===== config.mk =====
export PLATFORM = sky130hd
export DESIGN_NAME = scd_core
export DESIGN_NICKNAME = d
export VERILOG_FILES = /design/src/logic/scd_pkg.sv /design/src/logic/scd_byte_alu.sv /design/src/logic/scd_cond.sv /design/src/logic/scd_core.sv
export SDC_FILE = /design/constraint.sdc
export NUM_CORES = 1
export LEC_CHECK = 0
export ABC_CLOCK_PERIOD_IN_PS = 3700
export BUFFER_PORTS_ARGS = -buffer_cell sky130_fd_sc_hd__buf_2
export CORE_MARGIN = 2
export CORE_UTILIZATION = 40
export DETAILED_ROUTE_END_ITERATION = 8
export GPL_TIMING_DRIVEN = 0
export HOLD_SLACK_MARGIN = 0.1
export SLEW_MARGIN = 15
export SYNTH_ARGS = -nofsm -noshare
export SYNTH_HDL_FRONTEND = slang
export SYNTH_SLANG_ARGS = --single-unit
export TNS_END_PERCENT = 10

===== constraint.sdc =====
create_clock -name MCLK -period 3.7 [get_ports MCLK]
set_clock_uncertainty 0.1 [all_clocks]
set_input_delay 0.185 -clock MCLK [delete_from_list [all_inputs] [get_ports MCLK]]
set_output_delay 0.185 -clock MCLK [all_outputs]
set_load 0.01 [all_outputs]

===== src/logic/scd_pkg.sv =====
`default_nettype none
package scd_pkg;
    localparam int AW = 24;
    // Major operation in the top nibble of the first word
    localparam logic [3:0] OP_SYS = 4'h0;
    localparam logic [3:0] OP_FLAG_LOGIC = 4'h1;
    localparam logic [3:0] OP_FLAG_LOAD = 4'h2;
    localparam logic [3:0] OP_FLAG_STORE = 4'h3;
    localparam logic [3:0] OP_MOVE = 4'h4;
    localparam logic [3:0] OP_BIT = 4'h5;
    localparam logic [3:0] OP_BRANCH = 4'h6;
    localparam logic [3:0] OP_IMM = 4'h7;
    localparam logic [11:0] SYS_NOP = 12'h000;
    localparam logic [11:0] SYS_SLEEP = 12'h001;
    localparam logic [11:0] SYS_RTE = 12'h002;
    localparam logic [9:0] SYS_TRAP_HI = 10'h004;
    localparam logic [1:0] LOGIC_AND = 2'h0;
    localparam logic [1:0] LOGIC_OR = 2'h1;
    localparam logic [1:0] LOGIC_XOR = 2'h2;
    localparam logic [2:0] BIT_SET = 3'h0;
    localparam logic [2:0] BIT_CLR = 3'h1;
    localparam logic [2:0] BIT_NOT = 3'h2;
    localparam logic [2:0] BIT_ST = 3'h3;
    localparam logic [2:0] BIT_IST = 3'h4;
    localparam logic [1:0] EXT_8 = 2'h0;
    localparam logic [1:0] EXT_16 = 2'h1;
    localparam logic [1:0] EXT_32 = 2'h2;
    localparam logic [1:0] EXT_24 = 2'h3;
    localparam int CCR_I = 7;
    localparam int CCR_N = 3;
    localparam int CCR_Z = 2;
    localparam int CCR_V = 1;
    localparam int CCR_C = 0;
    localparam logic [2:0] COUNT_REG = 3'h4;
    localparam logic [2:0] SRC_REG = 3'h5;
    localparam logic [2:0] DST_REG = 3'h6;
    localparam logic [AW-1:0] PC_STEP = 24'h000002;
    localparam logic [31:0] PTR_STEP = 32'h00000001;
    localparam logic [1:0] ONE_WORD = 2'h1;
    localparam logic [1:0] TWO_WORDS = 2'h2;

    typedef enum logic [3:0] {
        S_FETCH = 4'h0, S_DECODE = 4'h1, S_EXT = 4'h3, S_EXEC = 4'h2,
        S_RD = 4'h6, S_WR = 4'h7, S_MV_CHK = 4'h5, S_MV_RD = 4'h4,
        S_MV_WR = 4'hc, S_TRAP = 4'hd, S_SLEEP = 4'hf
    } scd_state_type;

    typedef struct packed {
        logic [3:0] op;
        logic [3:0] fa;
        logic fb;
        logic [2:0] reg_a;
        logic [3:0] fc;
    } scd_instr_type;

    typedef struct packed {
        logic req;
        logic we;
        logic byte_sz;
        logic [AW-1:0] addr;
        logic [15:0] wdata;
    } scd_mem_req_type;

    typedef struct packed {
        logic ack;
        logic [15:0] rdata;
    } scd_mem_rsp_type;

    typedef struct packed {
        scd_state_type state;
        logic [AW-1:0] pc;
        logic [7:0] flag_register;
        logic [7:0][31:0] gpr;
        logic [AW-1:0] saved_pc;
        logic [7:0] saved_ccr;
        scd_instr_type ir;
        logic [31:0] ext;
        logic [1:0] ext_cnt;
        scd_mem_req_type mem;
        logic trap_req;
        logic [1:0] trap_vec;
        logic sleeping;
    } scd_core_state_type;
endpackage : scd_pkg
`default_nettype wire

===== src/logic/scd_byte_alu.sv =====
`timescale 1ns/100ps
`default_nettype none
module scd_byte_alu (
    input wire logic bit_mode,
    input wire logic [2:0] sel,
    input wire logic [7:0] imm,
    input wire logic [7:0] flags,
    input wire logic [7:0] data,
    output logic [7:0] flags_out,
    output logic [7:0] data_out
);
    import scd_pkg::*;
    always_comb begin
        flags_out = flags;
        data_out = data;
        if (!bit_mode) begin
            case (sel[1:0])
                LOGIC_AND: flags_out = flags & imm;
                LOGIC_OR: flags_out = flags | imm;
                LOGIC_XOR: flags_out = flags ^ imm;
                default: flags_out = flags;
            endcase
        end else begin
            case (sel)
                BIT_SET: data_out[imm[2:0]] = 1'b1;
                BIT_CLR: data_out[imm[2:0]] = 1'b0;
                BIT_NOT: data_out[imm[2:0]] = !data[imm[2:0]];
                BIT_ST: data_out[imm[2:0]] = flags[CCR_C];
                BIT_IST: data_out[imm[2:0]] = !flags[CCR_C];
                default: data_out = data;
            endcase
        end
    end
endmodule : scd_byte_alu
`default_nettype wire


===== src/logic/scd_cond.sv =====
`timescale 1ns/100ps
`default_nettype none
module scd_cond (
    input wire logic [3:0] cc,
    input wire logic [7:0] flags,
    output logic taken
);
    import scd_pkg::*;
    logic expr;
    // Odd codes take the branch when the test is 1, even codes when it is 0
    always_comb begin
        case (cc[3:1])
            3'h0: expr = 1'b0;
            3'h1: expr = flags[CCR_C] | flags[CCR_Z];
            3'h2: expr = flags[CCR_C];
            3'h3: expr = flags[CCR_Z];
            3'h4: expr = flags[CCR_V];
            3'h5: expr = flags[CCR_N];
            3'h6: expr = flags[CCR_N] ^ flags[CCR_V];
            default: expr = flags[CCR_Z] | (flags[CCR_N] ^ flags[CCR_V]);
        endcase
        taken = cc[0] ? expr : !expr;
    end
endmodule : scd_cond
`default_nettype wire


===== src/logic/scd_core.sv =====
`timescale 1ns/100ps
`default_nettype none
// What this block does
// - Trap instruction saves context and enters trap exception processing.
// - Exception return restores saved PC and flags, resuming the program.
// - Sleep instruction halts the core in low power until woken.
// - Flag load from memory reads a word, keeps only the flag byte.
// - Flag store to memory issues a word-wide write.
// - Three immediate instructions AND, OR or XOR the flag register.
// - No-operation only advances the PC by 2.
// - Block move copies bytes, bumps both pointers, counts down; zero moves nothing.
// - Count from register 4 low byte or word; pointers in registers 5, 6.
// - Next instruction starts right after the block move ends.
// - Instructions are fetched and decoded as whole 16-bit words.
// - Top four bits of the first word always hold the operation.
// - Register fields: 3-bit address register, 3 or 4-bit data register.
// - Extension words give 8, 16 or 32-bit immediate values.
// - A 24-bit extension is kept as 32 bits with top byte zero.
// - Branch words carry a condition field choosing the flag test.
// - Bit instructions read a byte, change one bit, write it back.
// - A branch is taken only when its flag condition is true.
module scd_core (
    input wire logic MCLK,
    input wire logic RESETN,
    output var scd_pkg::scd_mem_req_type MEM_OUT,
    input wire scd_pkg::scd_mem_rsp_type MEM_IN,
    output logic TRAP_REQ,
    output logic [1:0] TRAP_VEC,
    input wire logic TRAP_ACK,
    input wire logic [scd_pkg::AW-1:0] VEC_ADDR,
    input wire logic WAKE,
    output logic SLEEPING,
    output logic [7:0] FLAGS,
    output logic [scd_pkg::AW-1:0] PC
);
    import scd_pkg::*;

    scd_core_state_type r_reg, r_next;
    scd_instr_type ir;
    logic [11:0] sys_code;
    logic [7:0] imm8;
    logic [AW-1:0] disp;
    logic is_nop, is_sleep, is_rte, is_trap, ex;
    logic taken;
    logic [7:0] alu_flags, alu_byte, rd_byte, op_byte;
    logic [15:0] mv_count;
    logic [31:0] imm_val;

    assign ir = r_reg.ir;
    assign sys_code = {ir.fa, ir.fb, ir.reg_a, ir.fc};
    assign imm8 = {ir.fb, ir.reg_a, ir.fc};
    assign disp = {{(AW-8){imm8[7]}}, imm8};
    assign ex = r_reg.state == S_EXEC;
    assign is_nop = ir.op == OP_SYS && sys_code == SYS_NOP;
    assign is_sleep = ir.op == OP_SYS && sys_code == SYS_SLEEP;
    assign is_rte = ir.op == OP_SYS && sys_code == SYS_RTE;
    assign is_trap = ir.op == OP_SYS && sys_code[11:2] == SYS_TRAP_HI;
    // Bit field 4-bit form: top bit picks the low byte of the 16-bit register
    assign rd_byte = ir.fc[3] ? r_reg.gpr[ir.fc[2:0]][7:0] : r_reg.gpr[ir.fc[2:0]][15:8];
    assign op_byte = (r_reg.state == S_RD) ? MEM_IN.rdata[7:0] : rd_byte;

    assign MEM_OUT = r_reg.mem;
    assign TRAP_REQ = r_reg.trap_req;
    assign TRAP_VEC = r_reg.trap_vec;
    assign SLEEPING = r_reg.sleeping;
    assign FLAGS = r_reg.flag_register;
    assign PC = r_reg.pc;

    scd_cond u_cond (
        .cc(ir.fa),
        .flags(r_reg.flag_register),
        .taken(taken)
    );

    scd_byte_alu u_alu (
        .bit_mode(ir.op == OP_BIT),
        .sel(ir.fa[2:0]),
        .imm(imm8),
        .flags(r_reg.flag_register),
        .data(op_byte),
        .flags_out(alu_flags),
        .data_out(alu_byte)
    );

    function automatic scd_mem_req_type mreq(input logic we, input logic bsz,
                                             input logic [AW-1:0] a, input logic [15:0] d);
        mreq.req = 1'b1;
        mreq.we = we;
        mreq.byte_sz = bsz;
        mreq.addr = a;
        mreq.wdata = d;
    endfunction : mreq

    always_comb begin
        r_next = r_reg;
        mv_count = ir.fc[0] ? r_reg.gpr[COUNT_REG][15:0] : {8'h00, r_reg.gpr[COUNT_REG][7:0]};
        case (ir.fc[1:0])
            EXT_8: imm_val = {24'h000000, r_reg.ext[7:0]};
            EXT_16: imm_val = {16'h0000, r_reg.ext[15:0]};
            EXT_32: imm_val = r_reg.ext;
            default: imm_val = {8'h00, r_reg.ext[23:0]};
        endcase
        if (MEM_IN.ack) begin
            r_next.mem.req = 1'b0;
        end
        case (r_reg.state)
            S_FETCH: begin
                if (!r_reg.mem.req) begin
                    r_next.mem = mreq(1'b0, 1'b0, r_reg.pc, 16'h0000);
                end else if (MEM_IN.ack) begin
                    r_next.ir = MEM_IN.rdata;
                    r_next.pc = r_reg.pc + PC_STEP;
                    r_next.state = S_DECODE;
                end
            end
            S_DECODE: begin
                // Only the immediate-load group carries extension words
                if (ir.op == OP_IMM) begin
                    r_next.ext_cnt = ir.fc[1] ? TWO_WORDS : ONE_WORD;
                    r_next.state = S_EXT;
                end else begin
                    r_next.state = S_EXEC;
                end
            end
            S_EXT: begin
                if (!r_reg.mem.req) begin
                    r_next.mem = mreq(1'b0, 1'b0, r_reg.pc, 16'h0000);
                end else if (MEM_IN.ack) begin
                    r_next.ext = {r_reg.ext[15:0], MEM_IN.rdata};
                    r_next.pc = r_reg.pc + PC_STEP;
                    r_next.ext_cnt = r_reg.ext_cnt - ONE_WORD;
                    if (r_reg.ext_cnt == ONE_WORD) begin
                        r_next.state = S_EXEC;
                    end
                end
            end
            S_EXEC: begin
                r_next.state = S_FETCH;
                case (ir.op)
                    OP_SYS: begin
                        if (is_trap) begin
                            r_next.saved_pc = r_reg.pc;
                            r_next.saved_ccr = r_reg.flag_register;
                            r_next.flag_register[CCR_I] = 1'b1;
                            r_next.trap_req = 1'b1;
                            r_next.trap_vec = ir.fc[1:0];
                            r_next.state = S_TRAP;
                        end else if (is_rte) begin
                            r_next.pc = r_reg.saved_pc;
                            r_next.flag_register = r_reg.saved_ccr;
                        end else if (is_sleep) begin
                            r_next.sleeping = 1'b1;
                            r_next.state = S_SLEEP;
                        end
                        // Nothing changes for the no-operation word
                    end
                    OP_FLAG_LOGIC: begin
                        r_next.flag_register = alu_flags;
                    end
                    OP_FLAG_LOAD: begin
                        if (ir.fa[3]) begin
                            // Word read from the even address holding the flag byte
                            r_next.mem = mreq(1'b0, 1'b0, {r_reg.gpr[ir.reg_a][AW-1:1], 1'b0},
                                              16'h0000);
                            r_next.state = S_RD;
                        end else begin
                            r_next.flag_register = rd_byte;
                        end
                    end
                    OP_FLAG_STORE: begin
                        if (ir.fa[3]) begin
                            r_next.mem = mreq(1'b1, 1'b0, {r_reg.gpr[ir.reg_a][AW-1:1], 1'b0},
                                              {r_reg.flag_register, 8'h00});
                            r_next.state = S_WR;
                        end else if (ir.fc[3]) begin
                            r_next.gpr[ir.fc[2:0]][7:0] = r_reg.flag_register;
                        end else begin
                            r_next.gpr[ir.fc[2:0]][15:8] = r_reg.flag_register;
                        end
                    end
                    OP_MOVE: begin
                        r_next.state = S_MV_CHK;
                    end
                    OP_BIT: begin
                        r_next.mem = mreq(1'b0, 1'b1, r_reg.gpr[ir.reg_a][AW-1:0], 16'h0000);
                        r_next.state = S_RD;
                    end
                    OP_BRANCH: begin
                        if (taken) begin
                            r_next.pc = r_reg.pc + disp;
                        end
                    end
                    OP_IMM: begin
                        r_next.gpr[ir.reg_a] = imm_val;
                    end
                    default: begin
                        r_next.state = S_FETCH;
                    end
                endcase
            end
            S_RD: begin
                if (MEM_IN.ack) begin
                    if (ir.op == OP_FLAG_LOAD) begin
                        r_next.flag_register = MEM_IN.rdata[15:8];
                        r_next.state = S_FETCH;
                    end else begin
                        // Whole byte goes back, so write-only bits read as junk are rewritten
                        r_next.mem = mreq(1'b1, 1'b1, r_reg.mem.addr, {8'h00, alu_byte});
                        r_next.state = S_WR;
                    end
                end
            end
            S_WR: begin
                if (MEM_IN.ack) begin
                    r_next.state = S_FETCH;
                end
            end
            S_MV_CHK: begin
                if (mv_count == 16'h0000) begin
                    r_next.state = S_FETCH;
                end else begin
                    r_next.mem = mreq(1'b0, 1'b1, r_reg.gpr[SRC_REG][AW-1:0], 16'h0000);
                    r_next.state = S_MV_RD;
                end
            end
            S_MV_RD: begin
                if (MEM_IN.ack) begin
                    r_next.gpr[SRC_REG] = r_reg.gpr[SRC_REG] + PTR_STEP;
                    r_next.mem = mreq(1'b1, 1'b1, r_reg.gpr[DST_REG][AW-1:0],
                                      {8'h00, MEM_IN.rdata[7:0]});
                    r_next.state = S_MV_WR;
                end
            end
            S_MV_WR: begin
                if (MEM_IN.ack) begin
                    r_next.gpr[DST_REG] = r_reg.gpr[DST_REG] + PTR_STEP;
                    if (ir.fc[0]) begin
                        r_next.gpr[COUNT_REG][15:0] = mv_count - 16'h0001;
                    end else begin
                        r_next.gpr[COUNT_REG][7:0] = mv_count[7:0] - 8'h01;
                    end
                    r_next.state = S_MV_CHK;
                end
            end
            S_TRAP: begin
                // Vector fetch lives outside; it hands back the handler address
                if (TRAP_ACK) begin
                    r_next.trap_req = 1'b0;
                    r_next.pc = {VEC_ADDR[AW-1:1], 1'b0};
                    r_next.state = S_FETCH;
                end
            end
            S_SLEEP: begin
                if (WAKE) begin
                    r_next.sleeping = 1'b0;
                    r_next.state = S_FETCH;
                end
            end
            default: begin
                r_next.state = S_FETCH;
            end
        endcase
    end

    always_ff @(posedge MCLK) begin
        if (!RESETN) begin
            r_reg <= '0;
        end else begin
            r_reg <= r_next;
        end
    end
endmodule : scd_core
`default_nettype wire


; ---- Word-level counts from Yosys, hierarchy flattened
; Cells that the tools add are included.
[totals]
elab_cells = 264
regBits = 421
[op_classes]
magnitude_cmp = 4
mux = 98
reduce_logical = 42
n_addsub = 7
eq_ne = 72
bitwise = 10
[op_table]
columns = operator, n
row1 = $bwmux W256, 3
row2 = $mux W256, 2
row3 = $pmux W256 S2, 1
row4 = $mux W43, 7
row5 = $demux W32 S3, 3
row6 = $pmux W43 S5, 1
row7 = $bmux W32 S3, 2
row8 = $mux W28, 5
row9 = $pmux W43 S3, 1
row10 = $mux W32, 4
row11 = $pmux W32 S2, 2
row12 = $pmux W24 S4, 1
row13 = $pmux W32 S3, 1
row14 = $mux W8, 10
row15 = $mux W24, 3
row16 = $add A32 B1 Y32 const B, 2
row17 = $mux W16, 4
row18 = $pmux W24 S2, 1
row19 = $pmux W8 S3, 2
row20 = $pmux W4 S11, 1
row21 = $ne A2 B2 Y1 const B, 21
row22 = $mux W4, 10
row23 = $pmux W8 S5, 1
row24 = $eq A4 B3 Y1 const B, 8
row25 = 62 further kinds, 137

; ---- Depth between registers and ports, before layout
; Gate-level depths: netlist of the first run.
[logic_depth]
word_depth = 13
depth_mapped = 12

; ---- Cells and area by module
; A second synthesis of the first run with hierarchy kept.
[hier_totals]
hier_cells = 2931
area_unflattened_um2 = 22866.9
[modules_own_cells]
columns = module, area_per_inst_um2, cells_per_inst, instances
row1 = scd_core, 21934.8, 2793, 1
row2 = scd_byte_alu, 859.6, 128, 1
row3 = scd_cond, 72.6, 10, 1

; ---- Worst setup path before layout of the first run
; Ideal clock, no wire load.
[synth_path]
path_kind = reg-to-reg
startpoint = reg r_reg, in the netlist disp[7]
endpoint = reg r_reg, in the netlist PC[23]
n_path_buf = 1
setup_ns = 0.074
stages_incl_launch_ff = 11
setup_slack_ns = 0.811
arrival_time_ns = 2.715
cell_sequence = dfxtp_1 ha_1 clkbuf_1 a211oi_1 nand2_1 o22ai_1 o22ai_1 o21bai_1 o211ai_1 or4_1 a31oi_1
[synth_via]
elab_chain_len = 4
elab_cells_between_ends = 11
classes_between = add/sub (1) / eq/ne (4) / mux (3) / reduce/logical (3)
[synth_rtl]
columns = element, line_no
row1 = from (decl), scd_core.sv:38  ; scd_core_state_type r_reg, r_next;
row2 = from (signal assigned), scd_core.sv:269  ; r_reg <= r_next;
row3 = "$add A24 B24 Y24, or another cell as far along", scd_core.sv:190  ; r_next.pc = r_reg.pc + disp;
row4 = "$mux W24, or another cell as far along", scd_core.sv:189  ; if (taken) begin
row5 = $pmux W24 S2 or $ne A3 B3 Y1 (tied branches), -
row6 = $pmux W24 S4 or $reduce_and A10 Y1 (tied branches), -
; Parallel ways exist; a longest one is shown, timed or not. The select of a mux whose other input is x is not followed.
; A chain may end at the register's enable or synchronous reset.

; ---- Worst setup path after layout of the first run
[layout_path]
startpoint = reg r_reg, in the netlist disp[5]
endpoint = reg r_reg[322] (netlist name)
[layout_via]
elab_chain_len = 7
elab_cells_between_ends = 8
classes_between = order compare (2) / mux (5) / reduce/logical (1)
[layout_rtl]
columns = element, line_no
row1 = $lt A3 B4 Y1 (not written as such) or $ge A3 B1 Y1 (tied branches), scd_core.sv:194  ; r_next.gpr[ir.reg_a] = imm_val;
row2 = $logic_and A1 B1 Y1 (not written as such), scd_core.sv:194
row3 = $mux W32 (not written as such), scd_core.sv:194
row4 = $demux W32 S3 (*), scd_core.sv:194
row5 = $bwmux W256 (*), scd_core.sv:194
row6 = $pmux W256 S2 (*), scd_core.sv:139  ; case (ir.op)
row7 = $pmux W32 S2 (*), scd_core.sv:106  ; case (r_reg.state)
; Every way passes the cells marked *; elsewhere a longest branch is shown, timed or not.

==> results of run 1 <==
==> cells in the final DEF (no fill, tap or decap), types with 44 or more instances in the layout <==
| cell type | n |
|---|---|
| a31oi_1 | 59 |
| a221oi_1 | 81 |
| o21ai_0 | 158 |
| nand3_1 | 54 |
| clkbuf_1 | 190 |
| buf_4 | 93 |
| buf_2 | 161 |
| ha_1 | 48 |
| nor2_1 | 412 |
| a21oi_1 | 255 |
| inv_1 | 47 |
| nand2_1 | 381 |
| dfxtp_1 | 345 |
| a22o_1 | 58 |
| a22oi_1 | 175 |
| clkbuf_16 | 44 |
==> cell usage after synthesis, types with 9 or more instances <==
library cell,instances,area share (%)
a211oi_1,39,1.3
a21o_1,12,0.40
a21oi_1,257,5.8
a221o_1,18,0.81
a221oi_1,82,3.2
a222oi_1,13,0.58
a22o_1,58,2.3
a22oi_1,175,5.9
a31oi_1,65,1.8
a32oi_1,12,0.47
and2_1,14,0.39
and3_1,32,0.90
buf_1,15,0.25
buf_2,40,0.90
buf_4,84,2.8
clkbuf_1,194,3.3
dfxtp_1,349,31
ha_1,48,2.7
inv_1,48,0.81
mux2i_1,29,1.3
mux4_2,17,1.7
nand2_1,382,6.4
nand2b_1,11,0.31
nand3_1,54,1.2
nand3b_1,11,0.37
nand4_1,16,0.45
nor2_1,419,7.1
nor2b_1,11,0.31
nor3_1,49,1.1
nor4_1,14,0.39
o211a_1,9,0.40
o211ai_1,12,0.40
o21ai_0,158,3.5
o21ai_1,13,0.29
o221ai_1,13,0.51
o22ai_1,17,0.48
or3_1,10,0.28
xnor2_1,22,0.86
xor2_1,20,0.79
==> metrics by stage <==
stage,cell area [um^2],util [%]
CTS,25800,46.7
floorplan,22300,-
global route,26000,47.2
detailed placement,23900,43.4
global placement,23800,43.3
finish,26000,47.2
==> worst max path at each step <==
stage / startpoint / endpoint / slack, ns / depth (start not counted)
floorplan: disp[7]$_SDFFE_PN0P_ / PC[23]$_SDFFE_PN0P_ / 0.81 / 10
detailed placement: r_reg[420]$_SDFFE_PN0P_ / MEM_OUT[31]$_SDFFE_PN0P_ / -0.90 / 10
global placement: disp[4]$_SDFFE_PN0P_ / MEM_OUT[21]$_SDFFE_PN0P_ / -1.07 / 8
finish: disp[5]$_SDFFE_PN0P_ / r_reg[322]$_SDFFE_PN0P_ / -0.27 / 8
CTS: disp[1]$_SDFFE_PN0P_ / PC[22]$_SDFFE_PN0P_ / -0.10 / 12
global route: disp[5]$_SDFFE_PN0P_ / r_reg[333]$_SDFFE_PN0P_ / -0.23 / 10
==> final cells by class <==
| class | count | area (um^2) |
|---|---|---|
| antenna | 4 | 10.0 |
| buffer | 334 | 1680 |
| clock buffer | 61 | 1180 |
| clock inverter | 13 | 160 |
| fill | 5579 | 29100 |
| inverter | 50 | 195 |
| multi-input combinational | 2254 | 13700 |
| sequential | 349 | 6990 |
| tap | 748 | 936 |
| timing repair buffer | 175 | 1140 |
==> repair_timing <==
item,4_1_cts,5_1_grt
hold buffers,41,0
setup buffers,1,10
endpoints found under the hold margin,73,0
pin swaps,2,4
gates resized for setup,35,51
setup endpoints to repair,143,165
==> layer usage <==
metal  global-route usage, %  vias up  routed length [um]
li1                        -    11400                   -
met1                    53.4    12700               47200
met2                    60.4     2085               50900
met3                    13.9      482               17400
met4                    29.3        8                9710
met5                       0        -                  65
==> worst max-delay path, delay by kind of cell, from the launching register on <==
kind	cells	cell delay, ns
simple gates	3	0.98
compound gates	2	0.61
flops	1	0.51
buf+inv	3	1.65
==> power by group <==
| part | switching [mW] | leakage, nW | internal (mW) |
|---|---|---|---|
| Combinational | 2.55 | 5.64 | 1.20 |
| Clock | 1.82 | 0.652 | 2.44 |
| Sequential | 0.320 | 2.82 | 3.94 |
| Total | 4.69 | 9.11 | 7.57 |
==> logic make-up after synthesis <==
group           after synthesis  share of synthesized area [%]
compound gates             1043                           31.7
buf+inv                     384                           8.11
xor+xnor                     42                           1.65
mux                          56                           3.59
flops                       349                           31.3
fa+ha+maj                    50                           2.83
simple gates               1063                           20.8
==> flow_summary.ini, run 1 <==
[outcome]
status = finished, violations left
violations = negative setup slack

[sta]
max_freq_mhz = 252
finalHoldViolCount = 0
rsz0062_at_grt = yes
relSlewSlack_pct = 8.26
slew_violations = 0
finalWorstSetupSlack_ns = -0.274
worstMarginPinSlew_ns = 1.38
finalCritPeriodShare_pct = 107
setup-tns-final_ns = -4.64
layout_min_cycle_time_ns = 3.97
fin_hold_ws_ns = 0.119
finalSetupViolations = 52

[grt]
antenna_found_initial = 7
grt_pass1_vias = 24400
gr-total-overflow = 0
grt_pass1_wl_um = 174000
grt_usage_pct = 42.2
grt_max_degree = 22

[detailed_routing]
wire_per_inst_um = 31.4
totalWireLength_um = 125000
viasPerCell = 6.69
num_vias = 26700
first_pass_iters = 8
antenna_left = 0
dr.first_iter.drc_count = 4134
drc = 0

[pwr]
ir_drop_mv = 0.299
power.density_nw_per_um2 = 472
p_leak_nw = 9.11
finalPower_mw = 12.3

[hold_path]
hold_end = PC[20]$_SDFFE_PN0P_
hold_path.startpoint = RESETN
hold_path_class = in -> reg
hold_path_depth = 3

[setup_path]
max_stage_delay_ns = 0.64
start_kind = flop
crit_top_cell = clkbuf_1
r2r-end = r_reg[322]$_SDFFE_PN0P_
cp.required_ns = 4.09
reg2reg_from = disp[5]$_SDFFE_PN0P_
worst_ep_arrival_time_ns = 4.37
critPathSlowestCell = clkbuf_1
cp_max_fo = 10
ff2ff_setup_slack_ns = -0.27
reg2reg_depth = 8
path_class = reg -> reg
end_kind = flop
crit_chain = clkbuf_1 -> and3b_1 -> clkbuf_1 -> nand2_1 -> nor2_1 -> clkbuf_1 -> a222oi_1 -> a211oi_1

[place]
dp.cells = 3858
io_buffers = 121
dpl.hpwl_um = 94700
dp_slack_ns = -0.900
gp_congestion = 1.09

[floorplanning]
die_w_um = 240
dieArea_um2 = 57700
rows = 86
ios = 124
design.core.area_um2 = 55100
die_y_um = 240
initial_core_util_pct = 40.5

[clocking]
cts_inserted_buffers = 43
cts_tree = done
cts.clk_slew.worst_paths_ns = 0.06
clkSinkCount = 349
clk_latency_ns = 0.61
clockRootBuffer = clkbuf_16
clockBufferDepth = 3
htree_levels = 2

[layout]
fin_nets = 3301
area_growth_pct = 16.6
largest_reg_flops = 254
final_cells = 3988
layout-drive-gt1-share_pct = 13.6

[run]
drv_cap = 0

[yosys]
ys_warn_count = 0
synth_ff_type = dfxtp_1
synth_cells = 2987
ys_ff_latch = 349
synth_edf_count = 0
syn_area_per_cell_um2 = 7.47
ys_seq_area_share_pct = 31.3
syn_nets = 3081
synth_cell_types = 95
ys_async_sr_fraction_pct = 0
syn-cell-area_um2 = 22300
No activity file was read; power rests on OpenSTA's default activity.
==> run 2: changes to the inputs <==
--- a/config.mk
+++ b/config.mk
@@ -5,15 +5,13 @@
 export SDC_FILE = /design/constraint.sdc
 export NUM_CORES = 1
 export LEC_CHECK = 0
-export ABC_CLOCK_PERIOD_IN_PS = 3700
 export BUFFER_PORTS_ARGS = -buffer_cell sky130_fd_sc_hd__buf_2
 export CORE_MARGIN = 2
 export CORE_UTILIZATION = 40
 export DETAILED_ROUTE_END_ITERATION = 8
 export GPL_TIMING_DRIVEN = 0
-export HOLD_SLACK_MARGIN = 0.1
+export HOLD_SLACK_MARGIN = 0.15
 export SLEW_MARGIN = 15
 export SYNTH_ARGS = -nofsm -noshare
 export SYNTH_HDL_FRONTEND = slang
 export SYNTH_SLANG_ARGS = --single-unit
-export TNS_END_PERCENT = 10
==> flow_summary.ini, run 2 (synthesis gave the netlist of run 1 again) <==
[grt]
grt_pass1_vias = 24400
grt_usage_pct = 42.2
grt_max_degree = 22
gr-total-overflow = 0
grt_pass1_wl_um = 174000
antenna_found_initial = 7

[sta]
max_freq_mhz = 267
slew_violations = 0
finalWorstSetupSlack_ns = -0.0416
finalCritPeriodShare_pct = 101
layout_min_cycle_time_ns = 3.74
finalHoldViolCount = 0
rsz0062_at_grt = yes
setup-tns-final_ns = -0.118
relSlewSlack_pct = 10.5
finalSetupViolations = 4
worstMarginPinSlew_ns = 1.34

[outcome]
violations = negative setup slack
status = finished, violations left

[setup_path]
critPathBufInv = 4
end_kind = flop
worst_ep_arrival_time_ns = 4.14
crit_chain = clkbuf_1 -> inv_1 -> nor2_4 -> clkbuf_2 -> buf_2 -> a22oi_1 -> a31oi_1 -> a221oi_1 -> a31oi_1
path_class = reg -> reg
cp_max_fo = 10
critPathSlowestCell = a31oi_1
cp_top_family = buffers and inverters
cp.required_ns = 4.10
crit_top_cell = a31oi_1
start_kind = flop
max_stage_delay_ns = 0.51

[layout]
multi_input_area_um2 = 13700
largest_reg_flops = 254
area_growth_pct = 16.5
final_cell_mix = 412 x nor2_1, 382 x nand2_1, 346 x dfxtp_1, 255 x a21oi_1, 186 x clkbuf_1
fillerInstances = 5576
final_common_cell = nor2_1
layout-drive-gt1-share_pct = 13.7
fin_util_pct = 47.2
area.sequential_um2 = 6990
fin_nets = 3301

[detailed_routing]
dr.first_iter.drc_count = 4252
num_vias = 26800
totalWireLength_um = 125000
drc = 0
antenna_left = 0
wire_per_inst_um = 31.4
viasPerCell = 6.72
first_pass_iters = 9

[floorplanning]
dieArea_um2 = 57700
initial_core_util_pct = 40.5
ios = 124
rows = 86
die_y_um = 240
design.core.area_um2 = 55100
die_w_um = 240

[place]
gp_congestion = 1.09
io_buffers = 121
dpl.hpwl_um = 94700

[run]
drv_cap = 0

[clocking]
cts_inserted_buffers = 43
clk_latency_ns = 0.61
cts.clk_slew.worst_paths_ns = 0.06
clockRootBuffer = clkbuf_16
cts_tree = done
clockBufferDepth = 3
htree_levels = 2
clkSinkCount = 349

[pwr]
ir_drop_mv = 0.283
power.density_nw_per_um2 = 471
p_leak_nw = 9.12

[hold_path]
hold_path_class = in -> reg
[run 2: what timing repair did]
item | in CTS | in global routing
pin swaps | 2 | 3
gates resized for setup | 33 | 58
buffers inserted | 8 | 5
endpoints found under the hold margin | 74 | 0
setup endpoints to repair | 143 | 117
hold buffers | 42 | 0
[run 2: tightest hold or removal path, delay by kind of cell]
family                 cells  cell delay (ns)
AO/OA/AOI/OAI              2             0.19
buffers and inverters      1             0.14
AND/OR/NAND/NOR            2             0.34
[run 2: through the flow]
step           cells  worst slack [ns]  cell area (um^2)  hold WS, ns  total power, mW
3_3_place_gp    3856             -1.07             23800        0.343             7.76
3_5_place_dp    3858            -0.900             23900        0.348             7.80
2_1_floorplan   2987             0.811             22300        0.221             6.41
5_1_grt         3984          -0.00482             26000        0.311             12.6
6_report        3987           -0.0416             26000        0.227             12.3
4_1_cts         3980           0.00379             25800        0.201             12.1
[run 2: worst paths after layout]
kind / from / endpoint / slack [ns] / depth (start not counted)
min: MEM_IN[16] / r_reg[48]$_SDFFE_PN0P_ / 0.23 / 5
max reg2reg: disp[5]$_SDFFE_PN0P_ / MEM_OUT[16]$_SDFFE_PN0P_ / -0.04 / 9
max: disp[5]$_SDFFE_PN0P_ / MEM_OUT[16]$_SDFFE_PN0P_ / -0.04 / 9
min reg2reg: r_reg[128]$_SDFFE_PN0P_ / r_reg[128]$_SDFFE_PN0P_ / 0.35 / 2
[run 2: layer usage]
metal | share of wire [%] | wire length (um) | up-vias | track usage, %
met2 | 40 | 50700 | 2094 | 60.8
li1 | - | - | 11400 | -
met1 | 38 | 48000 | 12800 | 53.7
met4 | 7.7 | 9710 | 6 | 28.0
met3 | 13 | 16900 | 476 | 13.6
met5 | 0.035 | 44 | - | 0
[run 2: where the power goes]
part / total [mW] / internal (mW) / switching [mW] / leakage [nW]
Combinational: 3.74 / 1.19 / 2.55 / 5.65
Sequential: 4.25 / 3.94 / 0.316 / 2.82
Clock: 4.26 / 2.44 / 1.83 / 0.652
Total: 12.3 / 7.56 / 4.69 / 9.12
[run 2: layout make-up]
type	count	share of cell area (%)
inverters	50	0.751
well taps	748	3.60
clock inverters	13	0.616
plain buffers	331	6.39
repair buffers	178	4.44
diodes	3	0.0289
multi-input cells	2254	52.7
clock buffers	61	4.56
flip-flops and latches	349	26.9
